===== config.mk =====
export PLATFORM = sky130hd
export DESIGN_NAME = dbs_dma_engine
export DESIGN_NICKNAME = d
export VERILOG_FILES = /design/src/rtl/dbs_pkg.sv /design/src/rtl/dbs_fifo_if.sv /design/src/rtl/dbs_dma_engine.sv /design/src/rtl/dbs_fifo.sv
export SDC_FILE = /design/constraint.sdc
export NUM_CORES = 1
export LEC_CHECK = 0
export BUFFER_PORTS_ARGS = -buffer_cell sky130_fd_sc_hd__buf_2
export CAP_MARGIN = 15
export CORE_UTILIZATION = 55
export DETAILED_ROUTE_END_ITERATION = 12
export PLACE_DENSITY = 0.79
export REMOVE_ABC_BUFFERS = 1
export SYNTH_ARGS = -nofsm -noshare
export SYNTH_HDL_FRONTEND = slang
export SYNTH_SLANG_ARGS = --single-unit

===== constraint.sdc =====
create_clock -name ref_clk -period 5 [get_ports ref_clk]
set_input_delay 0.5 -clock ref_clk [delete_from_list [all_inputs] [get_ports ref_clk]]
set_output_delay 0.5 -clock ref_clk [all_outputs]
set_load 0.05 [all_outputs]

===== src/rtl/dbs_pkg.sv =====
// Shared constants and types of the bus-sharing DMA engine.
`default_nettype none
package dbs_pkg;
    localparam int DBS_ADDR_W = 20;
    localparam int DBS_DATA_W = 16;
    localparam int DBS_SIZE_W = 16;
    localparam int DBS_FLAG_W = 8;
    localparam int DBS_FIFO_DEPTH = 4;
    localparam logic [3:0] DBS_SLOT_LAST = 4'h9;
    localparam logic [3:0] DBS_SLOT_CPU_FIRST = 4'h8;
    localparam logic [3:0] DBS_SLOT_FIRST = 4'h0;
    localparam logic [1:0] DBS_HALT_QUIET = 2'h3;
    localparam logic [19:0] DBS_ADDR_STEP = 20'h00002;
    localparam logic [19:0] DBS_FLAG_ADDR = 20'h00400;
    localparam logic [15:0] DBS_SIZE_ONE = 16'h0001;
    localparam logic [15:0] DBS_SIZE_ZERO = 16'h0000;

    typedef enum logic [1:0] {
        DBS_IDLE = 2'b00,
        DBS_READ = 2'b01,
        DBS_WRITE = 2'b10,
        DBS_RELOAD = 2'b11
    } dbs_state_t;
endpackage : dbs_pkg
`default_nettype wire


===== src/rtl/dbs_fifo_if.sv =====
// Valid/ready carrier between the engine and its data FIFO.
`default_nettype none
interface dbs_fifo_if #(parameter int WIDTH = 16);
    logic [WIDTH-1:0] in_data;
    logic in_valid;
    logic in_ready;
    logic [WIDTH-1:0] out_data;
    logic out_valid;
    logic out_ready;
    modport fifo (input in_data, input in_valid, output in_ready,
                  output out_data, output out_valid, input out_ready);
    modport engine (output in_data, output in_valid, input in_ready,
                    input out_data, input out_valid, output out_ready);
endinterface : dbs_fifo_if
`default_nettype wire


===== src/rtl/dbs_dma_engine.sv =====
// Single-channel DMA engine that shares the system bus with the CPU.
// Summary of operation
// - Repeat mode reloads size; only in burst mode does it restart at once, otherwise it waits for a trigger.
// - Burst block gives two of ten cycles to the CPU.
// - Debug halt waits three quiet cycles, CPU idle.
// - Repeat burst keeps bus request continuously asserted.
// - Transfers never clear an already set flag.
`default_nettype none
module dbs_dma_engine
    import dbs_pkg::*;
#(
    parameter int ADDR_W = DBS_ADDR_W,
    parameter int DATA_W = DBS_DATA_W,
    parameter int SIZE_W = DBS_SIZE_W,
    parameter int FIFO_DEPTH = DBS_FIFO_DEPTH
) (
    input wire logic ref_clk,
    input wire logic rst,
    input wire logic channel_enable_bit,
    input wire logic repeat_mode,
    input wire logic burst_mode,
    input wire logic rmw_transfer_block_bit,
    input wire logic cpu_rmw_active,
    input wire logic [ADDR_W-1:0] channel_source_address,
    input wire logic [ADDR_W-1:0] channel_destination_address,
    input wire logic [SIZE_W-1:0] channel_transfer_size_counter,
    input wire logic dma_trigger,
    input wire logic cpu_bus_req,
    input wire logic debug_halt_req,
    input wire logic [DATA_W-1:0] bus_rdata,
    input wire logic bus_ready,
    input wire logic [DBS_FLAG_W-1:0] periph_flags,
    output logic [ADDR_W-1:0] bus_addr_ff,
    output logic bus_rd_ff,
    output logic bus_wr_ff,
    output logic [DATA_W-1:0] bus_wdata_ff,
    output logic dma_bus_req_ff,
    output logic cpu_slot_ff,
    output logic debug_halt_grant_ff,
    output logic block_done_ff,
    output logic [SIZE_W-1:0] size_left_ff
);
    dbs_state_t state_ff;
    dbs_state_t nxt_state;
    logic [ADDR_W-1:0] src_ff;
    logic [ADDR_W-1:0] dst_ff;
    logic en_d_ff;
    logic pending_ff;
    logic [3:0] slot_ff;
    logic [3:0] nxt_slot;
    logic [1:0] quiet_ff;
    logic may_go;
    logic start_rd;
    logic start_wr;
    logic rd_done;
    logic wr_done;
    logic go;
    logic burst_run;
    logic rearm;
    logic cpu_next;

    dbs_fifo_if #(.WIDTH(DATA_W)) fq ();
    dbs_fifo #(.WIDTH(DATA_W), .DEPTH(FIFO_DEPTH)) u_fifo (
        .ref_clk(ref_clk),
        .rst(rst),
        .q(fq.fifo)
    );
    function automatic logic [DATA_W-1:0] keep_flags(
        input logic [ADDR_W-1:0] addr,
        input logic [DATA_W-1:0] data,
        input logic [DBS_FLAG_W-1:0] flags);
        keep_flags = data;
        if (addr == ADDR_W'(DBS_FLAG_ADDR)) begin
            keep_flags = data | DATA_W'(flags);
        end
    endfunction : keep_flags
    // A CPU slot, the cycle before one, and a held-off RMW pause new cycles.
    assign may_go = !cpu_slot_ff && !cpu_next
                    && !(rmw_transfer_block_bit && cpu_rmw_active);
    assign start_rd = (state_ff == DBS_READ) && !bus_rd_ff && may_go
                      && fq.in_ready;
    assign rd_done = bus_rd_ff && bus_ready;
    assign start_wr = (state_ff == DBS_WRITE) && !bus_wr_ff && may_go
                      && fq.out_valid;
    assign wr_done = bus_wr_ff && bus_ready;
    assign go = channel_enable_bit && (pending_ff || dma_trigger);
    assign burst_run = burst_mode && (state_ff != DBS_IDLE);
    assign rearm = repeat_mode && channel_enable_bit;
    assign fq.in_data = bus_rdata;
    assign fq.in_valid = rd_done;
    assign fq.out_ready = start_wr;
    always_comb begin
        nxt_state = state_ff;
        unique case (state_ff)
            DBS_IDLE: begin
                if (go && size_left_ff != DBS_SIZE_ZERO) begin
                    nxt_state = DBS_READ;
                end
            end
            DBS_READ: begin
                if (rd_done) begin
                    nxt_state = DBS_WRITE;
                end
            end
            DBS_WRITE: begin
                if (wr_done) begin
                    if (size_left_ff == DBS_SIZE_ONE) begin
                        nxt_state = DBS_RELOAD;
                    end else if (burst_mode) begin
                        nxt_state = DBS_READ;
                    end else begin
                        nxt_state = DBS_IDLE;
                    end
                end
            end
            DBS_RELOAD: begin
                nxt_state = (rearm && burst_mode) ? DBS_READ : DBS_IDLE;
            end
        endcase
    end

    always_ff @(posedge ref_clk or posedge rst) begin
        if (rst) begin
            state_ff <= DBS_IDLE;
        end else begin
            state_ff <= nxt_state;
        end
    end

    // A trigger landing as a held one is consumed stays pending.
    always_ff @(posedge ref_clk or posedge rst) begin
        if (rst) begin
            pending_ff <= 1'b0;
        end else if (!channel_enable_bit) begin
            pending_ff <= 1'b0;
        end else if (state_ff == DBS_IDLE && nxt_state == DBS_READ) begin
            pending_ff <= pending_ff && dma_trigger;
        end else if (dma_trigger) begin
            pending_ff <= 1'b1;
        end
    end

    // Addresses and size load on enable and again on a repeat reload.
    always_ff @(posedge ref_clk or posedge rst) begin
        if (rst) begin
            en_d_ff <= 1'b0;
            src_ff <= '0;
            dst_ff <= '0;
            size_left_ff <= '0;
        end else begin
            en_d_ff <= channel_enable_bit;
            if ((channel_enable_bit && !en_d_ff)
                || (state_ff == DBS_RELOAD && rearm)) begin
                src_ff <= channel_source_address;
                dst_ff <= channel_destination_address;
                size_left_ff <= channel_transfer_size_counter;
            end else begin
                if (rd_done) begin
                    src_ff <= src_ff + ADDR_W'(DBS_ADDR_STEP);
                end
                if (wr_done) begin
                    dst_ff <= dst_ff + ADDR_W'(DBS_ADDR_STEP);
                    size_left_ff <= size_left_ff - 1'b1;
                end
            end
        end
    end

    // Bus master cycles; a write to a flag register ORs in set flags.
    always_ff @(posedge ref_clk or posedge rst) begin
        if (rst) begin
            bus_rd_ff <= 1'b0;
            bus_wr_ff <= 1'b0;
            bus_addr_ff <= '0;
            bus_wdata_ff <= '0;
        end else begin
            if (start_rd) begin
                bus_rd_ff <= 1'b1;
                bus_addr_ff <= src_ff;
            end else if (rd_done) begin
                bus_rd_ff <= 1'b0;
            end
            if (start_wr) begin
                bus_wr_ff <= 1'b1;
                bus_addr_ff <= dst_ff;
                bus_wdata_ff <= keep_flags(dst_ff, fq.out_data,
                                           periph_flags);
            end else if (wr_done) begin
                bus_wr_ff <= 1'b0;
            end
        end
    end

    always_ff @(posedge ref_clk or posedge rst) begin
        if (rst) begin
            block_done_ff <= 1'b0;
        end else begin
            block_done_ff <= (state_ff == DBS_RELOAD);
        end
    end

    // Ten-cycle burst frame: slots eight and nine belong to the CPU.
    always_comb begin
        nxt_slot = DBS_SLOT_FIRST;
        if (burst_mode && nxt_state != DBS_IDLE) begin
            nxt_slot = (slot_ff == DBS_SLOT_LAST) ? DBS_SLOT_FIRST
                                                  : slot_ff + 1'b1;
        end
    end
    assign cpu_next = burst_mode && nxt_state != DBS_IDLE
                      && nxt_slot >= DBS_SLOT_CPU_FIRST;

    always_ff @(posedge ref_clk or posedge rst) begin
        if (rst) begin
            slot_ff <= DBS_SLOT_FIRST;
            cpu_slot_ff <= 1'b0;
        end else begin
            slot_ff <= nxt_slot;
            cpu_slot_ff <= cpu_next;
        end
    end

    // In burst mode the request covers the whole block and every repeat of it; otherwise it drops after each transfer.
    always_ff @(posedge ref_clk or posedge rst) begin
        if (rst) begin
            dma_bus_req_ff <= 1'b0;
        end else begin
            dma_bus_req_ff <= (nxt_state != DBS_IDLE);
        end
    end

    // Halt is granted only after three cycles without a DMA request.
    always_ff @(posedge ref_clk or posedge rst) begin
        if (rst) begin
            quiet_ff <= '0;
            debug_halt_grant_ff <= 1'b0;
        end else begin
            if (dma_bus_req_ff) begin
                quiet_ff <= '0;
            end else if (quiet_ff != DBS_HALT_QUIET) begin
                quiet_ff <= quiet_ff + 1'b1;
            end
            debug_halt_grant_ff <= debug_halt_req && !dma_bus_req_ff
                && quiet_ff == DBS_HALT_QUIET && !cpu_bus_req;
        end
    end
endmodule : dbs_dma_engine
`default_nettype wire


===== src/rtl/dbs_fifo.sv =====
// Flip-flop FIFO holding words between the read and write bus phases.
`default_nettype none
module dbs_fifo #(
    parameter int WIDTH = 16,
    parameter int DEPTH = 4
) (
    input wire logic ref_clk,
    input wire logic rst,
    dbs_fifo_if.fifo q
);
    localparam int PW = (DEPTH > 1) ? $clog2(DEPTH) : 1;
    localparam int CW = $clog2(DEPTH + 1);
    localparam logic [PW-1:0] PTR_LAST = PW'(DEPTH - 1);
    localparam logic [CW-1:0] CNT_FULL = CW'(DEPTH);

    logic [WIDTH-1:0] mem_ff [DEPTH];
    logic [PW-1:0] wr_ptr_ff;
    logic [PW-1:0] rd_ptr_ff;
    logic [CW-1:0] cnt_ff;
    logic push;
    logic pop;

    function automatic logic [PW-1:0] ptr_inc(input logic [PW-1:0] p);
        ptr_inc = (p == PTR_LAST) ? '0 : p + 1'b1;
    endfunction : ptr_inc

    assign q.in_ready = (cnt_ff != CNT_FULL);
    assign q.out_valid = (cnt_ff != '0);
    assign q.out_data = mem_ff[rd_ptr_ff];
    assign push = q.in_valid && q.in_ready;
    assign pop = q.out_valid && q.out_ready;

    // Storage is written only on an accepted push.
    always_ff @(posedge ref_clk) begin
        if (push) begin
            mem_ff[wr_ptr_ff] <= q.in_data;
        end
    end

    always_ff @(posedge ref_clk or posedge rst) begin
        if (rst) begin
            wr_ptr_ff <= '0;
            rd_ptr_ff <= '0;
            cnt_ff <= '0;
        end else begin
            if (push) begin
                wr_ptr_ff <= ptr_inc(wr_ptr_ff);
            end
            if (pop) begin
                rd_ptr_ff <= ptr_inc(rd_ptr_ff);
            end
            if (push && !pop) begin
                cnt_ff <= cnt_ff + 1'b1;
            end else if (pop && !push) begin
                cnt_ff <= cnt_ff - 1'b1;
            end
        end
    end
endmodule : dbs_fifo
`default_nettype wire


==> results.txt, run 1 <==
- Number of nets in the layout: approximately 900
- The routed layout has 5470 vias.
- In this run the cell area of the synthesized design comes to 0.008082 sq mm.
- Post-CTS clock slew at the launch and capture registers of the worst setup and hold paths: ~0.070 ns
* Detailed route wirelength on metal2: 8.589 mm
- The detailed router finished its first iteration with approximately 370 violations.
* Routed WL: ~17 mm
* Combinational group share of total power: 8.3%
- In this run, the clock network consumes 41.2% of the power.
- The die covers ~0.015 sq mm.
* Arrival @ worst endpoint: approximately 3.5 ns
* Count of flip-flops with a built-in enable after synthesis: 64
- Global-route wire length before repair: between 20 and 30 mm
* Max-slew violations: 0
* Number of distinct library cells after synthesis: 50
- Max Buffers Root-to-Sink: 2
* Tightest Pin Transition: 1.033 ns
* Worst hold path class: in2async
- STA classifies the critical path startpoint as a flop.
- The number of antenna violations at the first check in global routing is 1.
- Initial core utilization: a little under three fifths
- CTS Hold Bufs: 0
* Total power of the final layout: approximately 0.0033 W
* Switching power: approximately 0.00085 W
- Net switching is between 20% and 30% of the power.
- Worst skew pair latency: approximately 0.44 ns
- Final estimated routing congestion in global placement: ~0.9
- Number of core rows: 43
- In the global route stage, overall resource usage came out at between 20% and 30%.
- The worst pin sits at a relative slew slack of between 30% and 40%.
* Post-synthesis average cell area: approximately 13 sq um
- Final core occ: between 60% and 70%
- Sequential cells were found to cover ~60% of the synthesized design area.
* Maximum vdd ir drop: 337.0 uV
- Port buffering added around 150 buffers.
- Final hold analysis gives a worst-case slack of roughly 0.16 ns.
* Number of synthesized register bits: ~180
* Gate count after technology mapping: about 650
- # setup viols final: 0
* Htree depth: 4
* Internal power: ~0.0024 W
* Clock tree root driver cell: clkbuf_16
* P_leak: around 4.2 nW
- TritonCTS created 17 clock buffers.
- Max FO, Critical Path: 5
- The floorplan step set the die width to ~120 microns.
- Detailed-router iteration count before antenna repair: 5
- Clock tree from TritonCTS: built
- Via count of the first global-routing pass: 5574
- For this run, the leading register cell type out of synthesis is dfrtp_1.
* Top-level I/O count: 149
- The critical path is of the reg2reg type.
* Maximum clock frequency: about 310 MHz
* Ys Warns: 0
* Via-per-instance ratio: between 5 and 6
- Sequential Power Share: 50.5%
- For this run the aggregate overflow at the end of global routing stands at 0.
- The clock net in this run drives a total of ~180 sinks.
- Relative to the synthesized area, the layout overhead comes to 18.67%.
* Setup Total Neg Slack: 0 ns
- The flow ran to the end, and the final reports show no timing, DRC or antenna violations.
- The number of endpoints with negative hold slack in the final report is 0.
* Required time of the critical path: around 5.3 ns
- Count of max-cap constraint violations: 0
- Final critical path time including I/O delays and setup: roughly 3.2 ns
- Uppermost signal routing layer after detailed routing: met4
* Fraction of layout cells with a size suffix above 1: about 28%
- The detailed router put a total of 7.062 mm of wire on met1.
* RSZ-0062 raised after global routing: no
* Async S/R FF share, synth: 64.25%
- The floorplan step set the die height to 123.2 microns.
- Power density relative to cell area: between 300 and 400 mW/mm^2
* Routed wire length on met3: 1.118 mm
* Type of element capturing the critical path: flop
- The number of gates resized after CTS was 0.
- Routed length per instance: between 15 and 20 microns
- Antenna-violating nets left: 0
- Detailed placer's ending HPWL: around 12 mm
* Maximum number of pins on one net before global-route repair: 79
- Dividing the final minimum period by the clock period gives ~64%.
* DRC violations left: 0
* Setup skew after layout: 0.01170 ns
- Core area: roughly 0.014 sq mm
* Post-CTS setup buffer count: 0
power groups by stage:
| stage | Sequential, W | Combinational (W) | Clock (W) |
|---|---|---|---|
| 2_1_floorplan | 0.00173 | 0.000124 | 0 |
| 3_3_place_gp | 0.00168 | 0.000260 | 0 |
| 3_5_place_dp | 0.00169 | 0.000272 | 0 |
| 4_1_cts | 0.00166 | 0.000275 | 0.00137 |
| 5_1_grt | 0.00167 | 0.000298 | 0.00143 |
| 6_report | 0.00166 | 0.000273 | 0.00135 |
through the flow:
step | std cells | instance area [sq um] | worst slack [ns]
6_report | 986 | 9590 | 1.822
5_1_grt | 985 | 9588 | 1.654
4_1_cts | 984 | 9573 | 1.829
3_5_place_dp | 952 | 8976 | 1.850
3_3_place_gp | 952 | 8976 | 1.977
2_1_floorplan | 621 | 7974 | -1.489
final timing paths:
check	start	end	slack, ns	cells after the start
setup / recovery	size_left_ff[5]	u_fifo.cnt_ff[1]	1.82	11
min in group ref_clk	channel_enable_bit	en_d_ff	0.22	1
hold / removal	rst	bus_wdata_ff[1]	0.16	2
setup reg to reg	size_left_ff[5]	u_fifo.cnt_ff[1]	1.82	11
max in group asynchronous	rst	bus_addr_ff[15]	3.58	3
hold reg to reg	dma_bus_req_ff	quiet_ff[1]	0.48	1
routing by layer:
metal	vias up	global-route usage, %
met3	33	6.965
met2	175	40.19
met4	0	9.488
met5	-	0
li1	2588	-
met1	2674	29.87
layout by cell type (no fill, tap or decap), drive strengths merged, types with 3 or more instances in the layout:
cell | Yosys | routed
ha | 13 | 13
and2 | 8 | 8
nand3 | 18 | 18
edfxtp | 64 | 64
xor2 | 30 | 30
buf | 8 | 152
nand2 | 82 | 82
nor3 | 7 | 7
xnor2 | 25 | 25
nor4 | 10 | 10
o21ai | 58 | 58
mux4 | 16 | 16
a21oi | 12 | 12
dfrtp | 115 | 115
inv | 23 | 31
and4 | 4 | 4
nor2 | 31 | 31
mux2i | 19 | 19
or4 | 3 | 3
nand4 | 7 | 7
and3 | 4 | 4
clkbuf | 16 | 18
mux2 | 45 | 45
a21o | 3 | 3
layout make-up:
| cell class | instances | area [sq um] |
|---|---|---|
| Inverter | 23 | 88.84 |
| Timing Repair Buffer | 152 | 778.2 |
| Multi-Input combinational cell | 419 | 3099 |
| Clock buffer | 18 | 429.2 |
| Sequential cell | 179 | 4800 |
| Antenna cell | 1 | 2.502 |
| Fill cell | 1028 | 4506 |
| Clock inverter | 14 | 167.7 |
| Tap cell | 180 | 225.2 |
Yosys cell counts (18+ instances only):
cell type    n  area share, %
nand2_1     82            3.8
nand3_1     18            1.1
o21ai_0     58            3.6
dfrtp_1    115             36
nor2_1      30            1.4
edfxtp_1    64             24
mux2_2      19            2.6
xnor2_1     25            2.7
xor2_1      30            3.3
mux2i_1     19            2.4
mux2_1      26            3.6
inv_1       23            1.1
cells by family after synthesis:
| family | share of synthesized area, % |
|---|---|
| flip-flops | 59.39 |
| XOR/XNOR | 5.961 |
| buffers and inverters | 2.400 |
| adder cells (fa/ha/maj) | 2.260 |
| multiplexers | 13.08 |
| AO/OA/AOI/OAI | 5.837 |
| AND/OR/NAND/NOR | 11.07 |
flip-flops by register name, indices dropped and copies added (netlist names), 2 cells and up:
name	count
slot_ff	4
bus_addr_ff	20
state_ff	2
u_fifo.wr_ptr_ff	2
u_fifo.mem_ff	64
size_left_ff	16
quiet_ff	2
dst_ff	20
bus_wdata_ff	16
src_ff	20
u_fifo.rd_ptr_ff	2
u_fifo.cnt_ff	3
worst max-delay path, cell delays in order, from the launching register on:
cell and delay (ns):
dfrtp_1 0.43, or4_4 0.59, nor2_2 0.22, nand4_1 0.12, o2111a_1 0.20, o21ba_1 0.23, nor4_4 0.24, inv_1 0.07
ha_1 0.21, inv_1 0.07, fa_1 0.40, mux2_2 0.27
Power figures use the tool's default switching activity.
==> run 2: changes to the inputs <==
- CORE_UTILIZATION: 55 -> 50
- PLACE_DENSITY: 0.79 -> 0.76
- clock period: 5 -> 2.9 ns (I/O delays scaled with it)
==> run 2 against run 1 <==
Compared with the run above:
- the flow now finishes with violations (hold timing, setup timing)
- combinational power increased by 97%
- sequential cell count did not move
- sequential share of layout area decreased by 1.6 points
- sequential power up 72%
- die area grew 9.8%
- worst setup slack lost 1.9 ns
- via count grew 2.4%
- final area grew 3.3%
- utilization down 5.4 points
- cell count is 7.3% higher
- largest cell class unchanged
==> results.txt, run 2 (same netlist as run 1, synthesis figures left out) <==
- The number of antenna violations at the first check in global routing came to 0.
* Via-per-instance ratio: 5.293
- Tightest Pin Transition: roughly 0.82 ns
* Routed length per instance: between 15 and 20 microns
* Max FO, Critical Path: 2
* Final non-filler cell total: between 1000 and 1500
- The initial utilization of the core area, before any placement, comes to around 51%.
- roughly 150 I/O pins were placed.
- Highest-delay cell along the critical path: or4_4
- Traced cell by cell, the critical path runs through or4_4 -> nor3_4 -> nand4_1 -> o2111a_1 -> o21ba_4 -> nor4_4 -> inv_1 -> ha_2 -> inv_2 -> fa_2 -> mux2_2.
* Post-placement cell area: roughly 0.009 sq mm
- Crit Path Category: reg2reg
- Via count of the first global-routing pass: 5766
- Hold timing on the final database bottoms out at a slack of -0.01228 ns.
- Leaving out fill and tap cells, the most frequent cell in the layout is buf_2.
- Setup violations remaining at the end of the flow were counted as 26.
- TritonCTS built the clock tree.
* Post-CTS clock slew at the launch and capture registers of the worst setup and hold paths: roughly 0.080 ns
- Buffers & Inverters on Critical Path: 2
* Register with the highest flop count: u_fifo.mem_ff
- Gr usage total: 23.00%
- Stage delay of the slowest cell on the critical path: roughly 0.55 ns
* Die area: 0.01668 sq mm
* Maximum vdd ir drop: slightly above 600 uV
- Relative slew slack: between 40 and 50%
* Fraction of layout cells with a size suffix above 1: between 30% and 40%
- The later pin in the worst-skew pair is clocked with a latency of approximately 0.44 ns.
- Startpoint class of the critical path: flop
* Leading cell types in the layout, fill and taps excluded: buf_2 (148), dfrtp_1 (115), nand2_1 (82), edfxtp_1 (64), o21ai_0 (58)
- Horiz. Die Dim: roughly 130 microns
- For this block, the initial DRC count from the detailed router was approximately 300.
- Cell family with most CP delay: simple AND/OR/NAND/NOR gates
- The checks that failed: hold timing, setup timing.
- Max Buffers Root-to-Sink: 2
- Count of max-cap constraint violations: 0
- The run finished, with violations left.
- For this block, the via count after detailed routing is between 5000 and 6000.
- Maximum number of pins on one net before global-route repair: 62
* Crit share post-route: 102.3%
- Based on the critical path, the design can be clocked at up to 337.1 MHz.
- Setup repair after global routing could not meet its margin everywhere.
* Final critical path time including I/O delays and setup: just under 3 ns
- Htree depth: 4
- DRC violations left: 0
- In the post-route analysis, the smallest setup slack over all paths is -0.06674 ns.
* Setup skew after layout: 0.01437 ns
- The first global-routing pass estimated 28.84 mm of wire.
- Area overhead of the layout relative to synthesis: 22.59%
- Sink Count: 179
- Measured along the y axis, the die boundary spans ~130 microns.
- Detailed placer's ending HPWL: approximately 13 mm
* Antenna-violating nets left: 0
- Count of endpoints failing hold in the final timing report: 14
* Final estimated routing congestion in global placement: 0.8496
- P_leak: ~4.3 nW
- Antenna diodes: 0
- Number of core rows: 46
* Required time of the critical path: 3.23 ns
* GRT overflow: 0
- At the worst endpoint, the arrival time is roughly 3.3 ns.
* Power density relative to cell area: roughly 560 mW/mm^2
- Max-slew violations: 0
- Cell count after placement: slightly above 1000
- The final layout contains between 900 and 1000 nets.
* Detailed-router iteration count before antenna repair: 4
- The worst setup path is captured at a flop.
- Area of all placed cells without fillers: slightly below 0.01 sq mm
- TritonCTS Buffers: 17
- Clock tree root driver cell: clkbuf_16
- The core region is between 0.015 and 0.02 sq mm.
- Worst hold path class: in2async
- Wires add up to 17.78 mm.
- The register with the most flip-flops in the layout has 64 of them.
- PortBufs: 148
run 2: final cells by class:
type / count / area [sq um]
inverters: 23 / 88.84
clock buffers: 17 / 425.4
flip-flops and latches: 179 / 4800
fillers: 1228 / 5921
repair buffers: 189 / 1061
clock inverters: 15 / 135.1
multi-input cells: 419 / 3127
well taps: 216 / 270.3
run 2: final timing paths:
check	from	endpoint	slack, ns	cells after the start
setup / recovery	size_left_ff[2]	u_fifo.cnt_ff[1]	-0.07	11
hold reg to reg	dma_bus_req_ff	quiet_ff[0]	0.48	1
min in group ref_clk	channel_transfer_size_counter[11]	size_left_ff[11]	0.05	3
hold / removal	rst	bus_wdata_ff[4]	-0.01	2
setup reg to reg	size_left_ff[2]	u_fifo.cnt_ff[1]	-0.07	11
max in group asynchronous	rst	bus_addr_ff[18]	2.10	3
run 2: where the power goes:
| group | switching [W] | internal [W] | leakage, nW | total (W) |
|---|---|---|---|---|
| registers | 0.000125 | 0.00272 | 2.02 | 0.00285 |
| clock network | 0.00107 | 0.00114 | 0.279 | 0.00221 |
| logic | 0.000322 | 0.000215 | 2.04 | 0.000537 |
run 2: per-layer routing:
metal	track usage [%]	part of all wire, %
met5	0	0
met4	7.889	1.8
met3	5.367	5.1
met2	40.32	51
met1	27.89	42
run 2: per-stage QoR:
| step | setup WS, ns | hold slack, ns | total power [W] | utilization, % | TNS (ns) |
|---|---|---|---|---|---|
| floorplan | -3.589 | 0.3214 | 0.003188 | - | -291.31 |
| global placement | 0.04764 | 0.4386 | 0.003392 | 58.47 | 0 |
| detailed placement | -0.03911 | 0.4418 | 0.003418 | 58.47 | -0.03911 |
| CTS | -0.03674 | 0.01316 | 0.005622 | 62.17 | -0.04977 |
| global route | -0.2028 | 0.04878 | 0.005803 | 62.59 | -4.963 |
| finish | -0.06674 | -0.01228 | 0.005595 | 62.59 | -0.5821 |
run 2: timing repair:
| action | in CTS | in global routing |
|---|---|---|
| endpoints found under the setup margin | 2 | 29 |
| setup buffers | 0 | 4 |
| hold buffers | 2 | 0 |
| hold endpoints to repair | 2 | 0 |
| gates cloned | 0 | 0 |
| pin swaps | 0 | 6 |
| resized for setup | 2 | 6 |
==> run 3: changes to the inputs <==
- ABC_AREA: unset -> 1
- CORE_UTILIZATION: 50 -> 51
- PLACE_DENSITY: 0.76 -> 0.77
==> run 3 against run 2 <==
Compared with the run above:
- the flow finishes with violations (DRC, hold timing)
- clock-buffer cell count up 3
- sequential power up 34%
- combinational power increased to 7.7 times the previous value
- largest cell class unchanged
==> results.txt, run 3 <==
- DRC violations left: 1
* Startpoint class of the critical path: flop
* Max-slew violations: 0
- Setup slack of the critical path after layout: 0.3441 ns
- Gate count after technology mapping: a little over 900
- between 100 and 150 I/O pins were placed.
* Max Buffers Root-to-Sink: 2
- After floorplanning, the core was sized to cover 0.01652 sq mm.
* Number of distinct library cells after synthesis: 43
- Routed length per instance: between 15 and 20 microns
* Cell count after placement: 1279
- Cell with the most instances on the worst path: nand2_1
* Setup skew after layout: ~0.008 ns
* Highest-delay cell along the critical path: fa_1
- In this run the static leakage power is around 4.7 nW.
* Crit Path Category: reg2reg
- Maximum clock frequency: roughly 390 MHz
- Input and output buffers added on the ports amount to 148.
- Counting flops with an async set or reset pin after synthesis yields a share of 64.25%.
- The die is between 100 and 150 microns wide.
* Die extent in y: between 100 and 150 microns
* Number of nets in the layout: ~1200
- Final critical path time including I/O delays and setup: about 2.6 ns
- Post-cts resize count: 0
* Relative slew slack: between 40% and 50%
- TritonCTS built the clock tree.
* Most frequently used cell type in the post-synthesis netlist: nand2_1
- After layout, the design draws a total of ~0.01 W.
- For this run, the leading register cell type out of synthesis is dfrtp_1.
- For this run, the slowest stage of the critical path takes 0.41 ns.
- The number of global-route vias before repair came to about 6700.
* Clock tree root driver cell: clkbuf_16
- Timing analysis after detailed placement gives a worst setup slack of between 0.3 and 0.4 ns.
- Of all nets on the critical path, the largest fanout is 5.
- Fraction of the yosys area taken by sequential cells: 55.94%
- The pre-antenna-repair detailed-routing pass consisted of 10 iterations.
* Count of routing violations after the opening detailed-route iteration: approximately 630
- The register with the most flip-flops in the layout has 64 of them.
- Synthesized area: 0.008579 sq mm
* Die area: ~0.017 sq mm
- The total overflow left after global routing is 0.
- At the worst endpoint, the required time is 3.23 ns.
- Register with the highest flop count: u_fifo.mem_ff
* Fill cells: around 1400
- The final reports fail on DRC, hold timing.
- Averaged over all synthesized cells, the footprint is 9.255 sq um.
* Fraction of layout cells with a size suffix above 1: between 20 and 25%
- The area growth from synthesis to layout is 18.17%.
- Leaving out fill and tap cells, the most frequent cells in the layout are nand2_1 (214), buf_2 (148), dfrtp_1 (115), nor2_1 (91), inv_1 (89).
- Via count: approximately 7000
- Max-cap violations in this run came to 0.
- The library cell used most frequently in the layout, excluding fill and tap cells, is nand2_1.
- The repair_antennas step left the layout with diodes totalling 0.
- Broken down by cell family, the worst path's largest delay share belongs to adder cells.
* Power density relative to cell area: roughly 1000 mW/mm^2
* Maximum vdd ir drop: 577.1 uV
* Via-per-instance ratio: 5.345
- Sink Count: 179
- Area of combinational cells with multiple inputs: 0.003247 sq mm
- Arrival @ worst endpoint: ~2.9 ns
- RSZ-0062 raised after global routing: no
* Gr usage total: around a quarter
- At the pin with the least slew margin, the transition time is approximately 0.8 ns.
* Initial antenna violation count: 0
- Final core occ: 61.35%
* Post-CTS clock slew at the launch and capture registers of the worst setup and hold paths: approximately 0.07 ns
- Count of flip-flops with a built-in enable after synthesis: 64
- Type of element capturing the critical path: flop
- The final layout contains routed wiring with a total length of 20.43 mm.
- During synthesis, Yosys emitted a total of 0 warnings.
* Worst skew pair latency: between 0.4 and 0.5 ns
- Storage cell area: between 0.004 and 0.005 sq mm
* Count of endpoints failing hold in the final timing report: 16
* Number of synthesized register bits: approximately 180
- After synthesis, the largest area contributor takes up between 30% and 40% of total cell area.
- Run status: finished with violations
- Crit share post-route: 88.13%
* Post-synthesis cell type with the largest combined area: dfrtp_1
- Initial core utilization: between 50 and 60%
* Cells taking the most area after synthesis: dfrtp_1 (34%), edfxtp_1 (22%), nand2_1 (9.4%), nor2_1 (4.0%), inv_1 (3.9%)
- In this run the remaining antenna-violating nets after routing total 0.
- Final non-filler cell total: around 1300
- # setup viols final: 0
* TritonCTS Buffers: 17
- Htree depth: 4
- The min-delay analysis places its worst path in the category in2async.
* Buffers & Inverters on Critical Path: 2
- Leading post-synthesis cells by instance count: nand2_1 (214), dfrtp_1 (115), nor2_1 (91)
- Summed over all nets, the half-perimeter wirelength after detailed placement is ~14 mm.
- Number of core rows: between 40 and 50
- WHS: -0.02279 ns
* Maximum number of pins on one net before global-route repair: 57
- The congestion estimate from routability-driven global placement came to 0.8630.
* Setup Total Neg Slack: 0 ns
- Worst-path cell chain: inv_1 -> ha_1 -> nand2_2 -> nor2_4 -> nand2_1 -> nand2_1 -> nand2_1 -> nand2_2 -> nand2_4 -> nand3_4 -> nand3_2 -> ha_1 -> inv_1 -> fa_1 -> mux2_2
* Global-route wire length before repair: around 34 mm
-- run 3: final cells by class --
class	instances	area share [%]
Tap cell	220	2.715
Clock inverter	12	0.9626
Multi-Input combinational cell	618	32.03
Inverter	93	3.468
Sequential cell	179	47.34
Clock buffer	20	4.406
Timing Repair Buffer	170	9.083
-- run 3: path summary, 6_finish.rpt --
check | start | cells past startpoint | to | slack (ns)
max in group asynchronous | rst | 3 | dst_ff[16] | 2.23
min in group ref_clk | cpu_bus_req | 2 | debug_halt_grant_ff | 0
setup / recovery | size_left_ff[0] | 15 | u_fifo.cnt_ff[1] | 0.34
setup reg to reg | size_left_ff[0] | 15 | u_fifo.cnt_ff[1] | 0.34
hold reg to reg | bus_addr_ff[3] | 2 | bus_addr_ff[3] | 0.48
hold / removal | rst | 2 | debug_halt_grant_ff | -0.02
-- run 3: cells by family (layout without fill, tap and decap cells) --
family          after synthesis  after routing  synth area share, %
buf+inv                     130            295                6.271
compound gates              152            152                11.14
flops                       179            179                55.94
fa+ha+maj                    14             14                2.129
simple gates                415            415                20.71
mux                           1              1               0.1312
xor+xnor                     36             36                3.675
-- run 3: per-layer routing --
metal | part of all wire, % | global-route usage [%]
met2 | 47 | 38.62
met4 | 2.2 | 10.21
met3 | 6.0 | 4.668
met1 | 45 | 34.52
met5 | 0 | 0
-- run 3: metrics by stage --
step,hold WS (ns),instance area (sq um)
floorplan,0.3214,8391
global placement,0.4505,9584
detailed placement,0.4559,9584
CTS,0.003951,10140
global route,0.01532,10140
finish,-0.02279,10140
-- run 3: report_power, final --
group / leakage (nW) / switching (W) / internal, W / total [W]
registers: 1.99 / 0.000517 / 0.00330 / 0.00382
logic: 2.46 / 0.00296 / 0.00117 / 0.00413
clock network: 0.258 / 0.00101 / 0.00113 / 0.00215
total: 4.71 / 0.00449 / 0.00561 / 0.0101
-- run 3: what timing repair did --
| item | CTS | global route |
|---|---|---|
| endpoints found under the hold margin | 1 | 0 |
| endpoints found under the setup margin | 0 | 0 |
| buffers inserted | 0 | 0 |
| hold buffers | 1 | 0 |
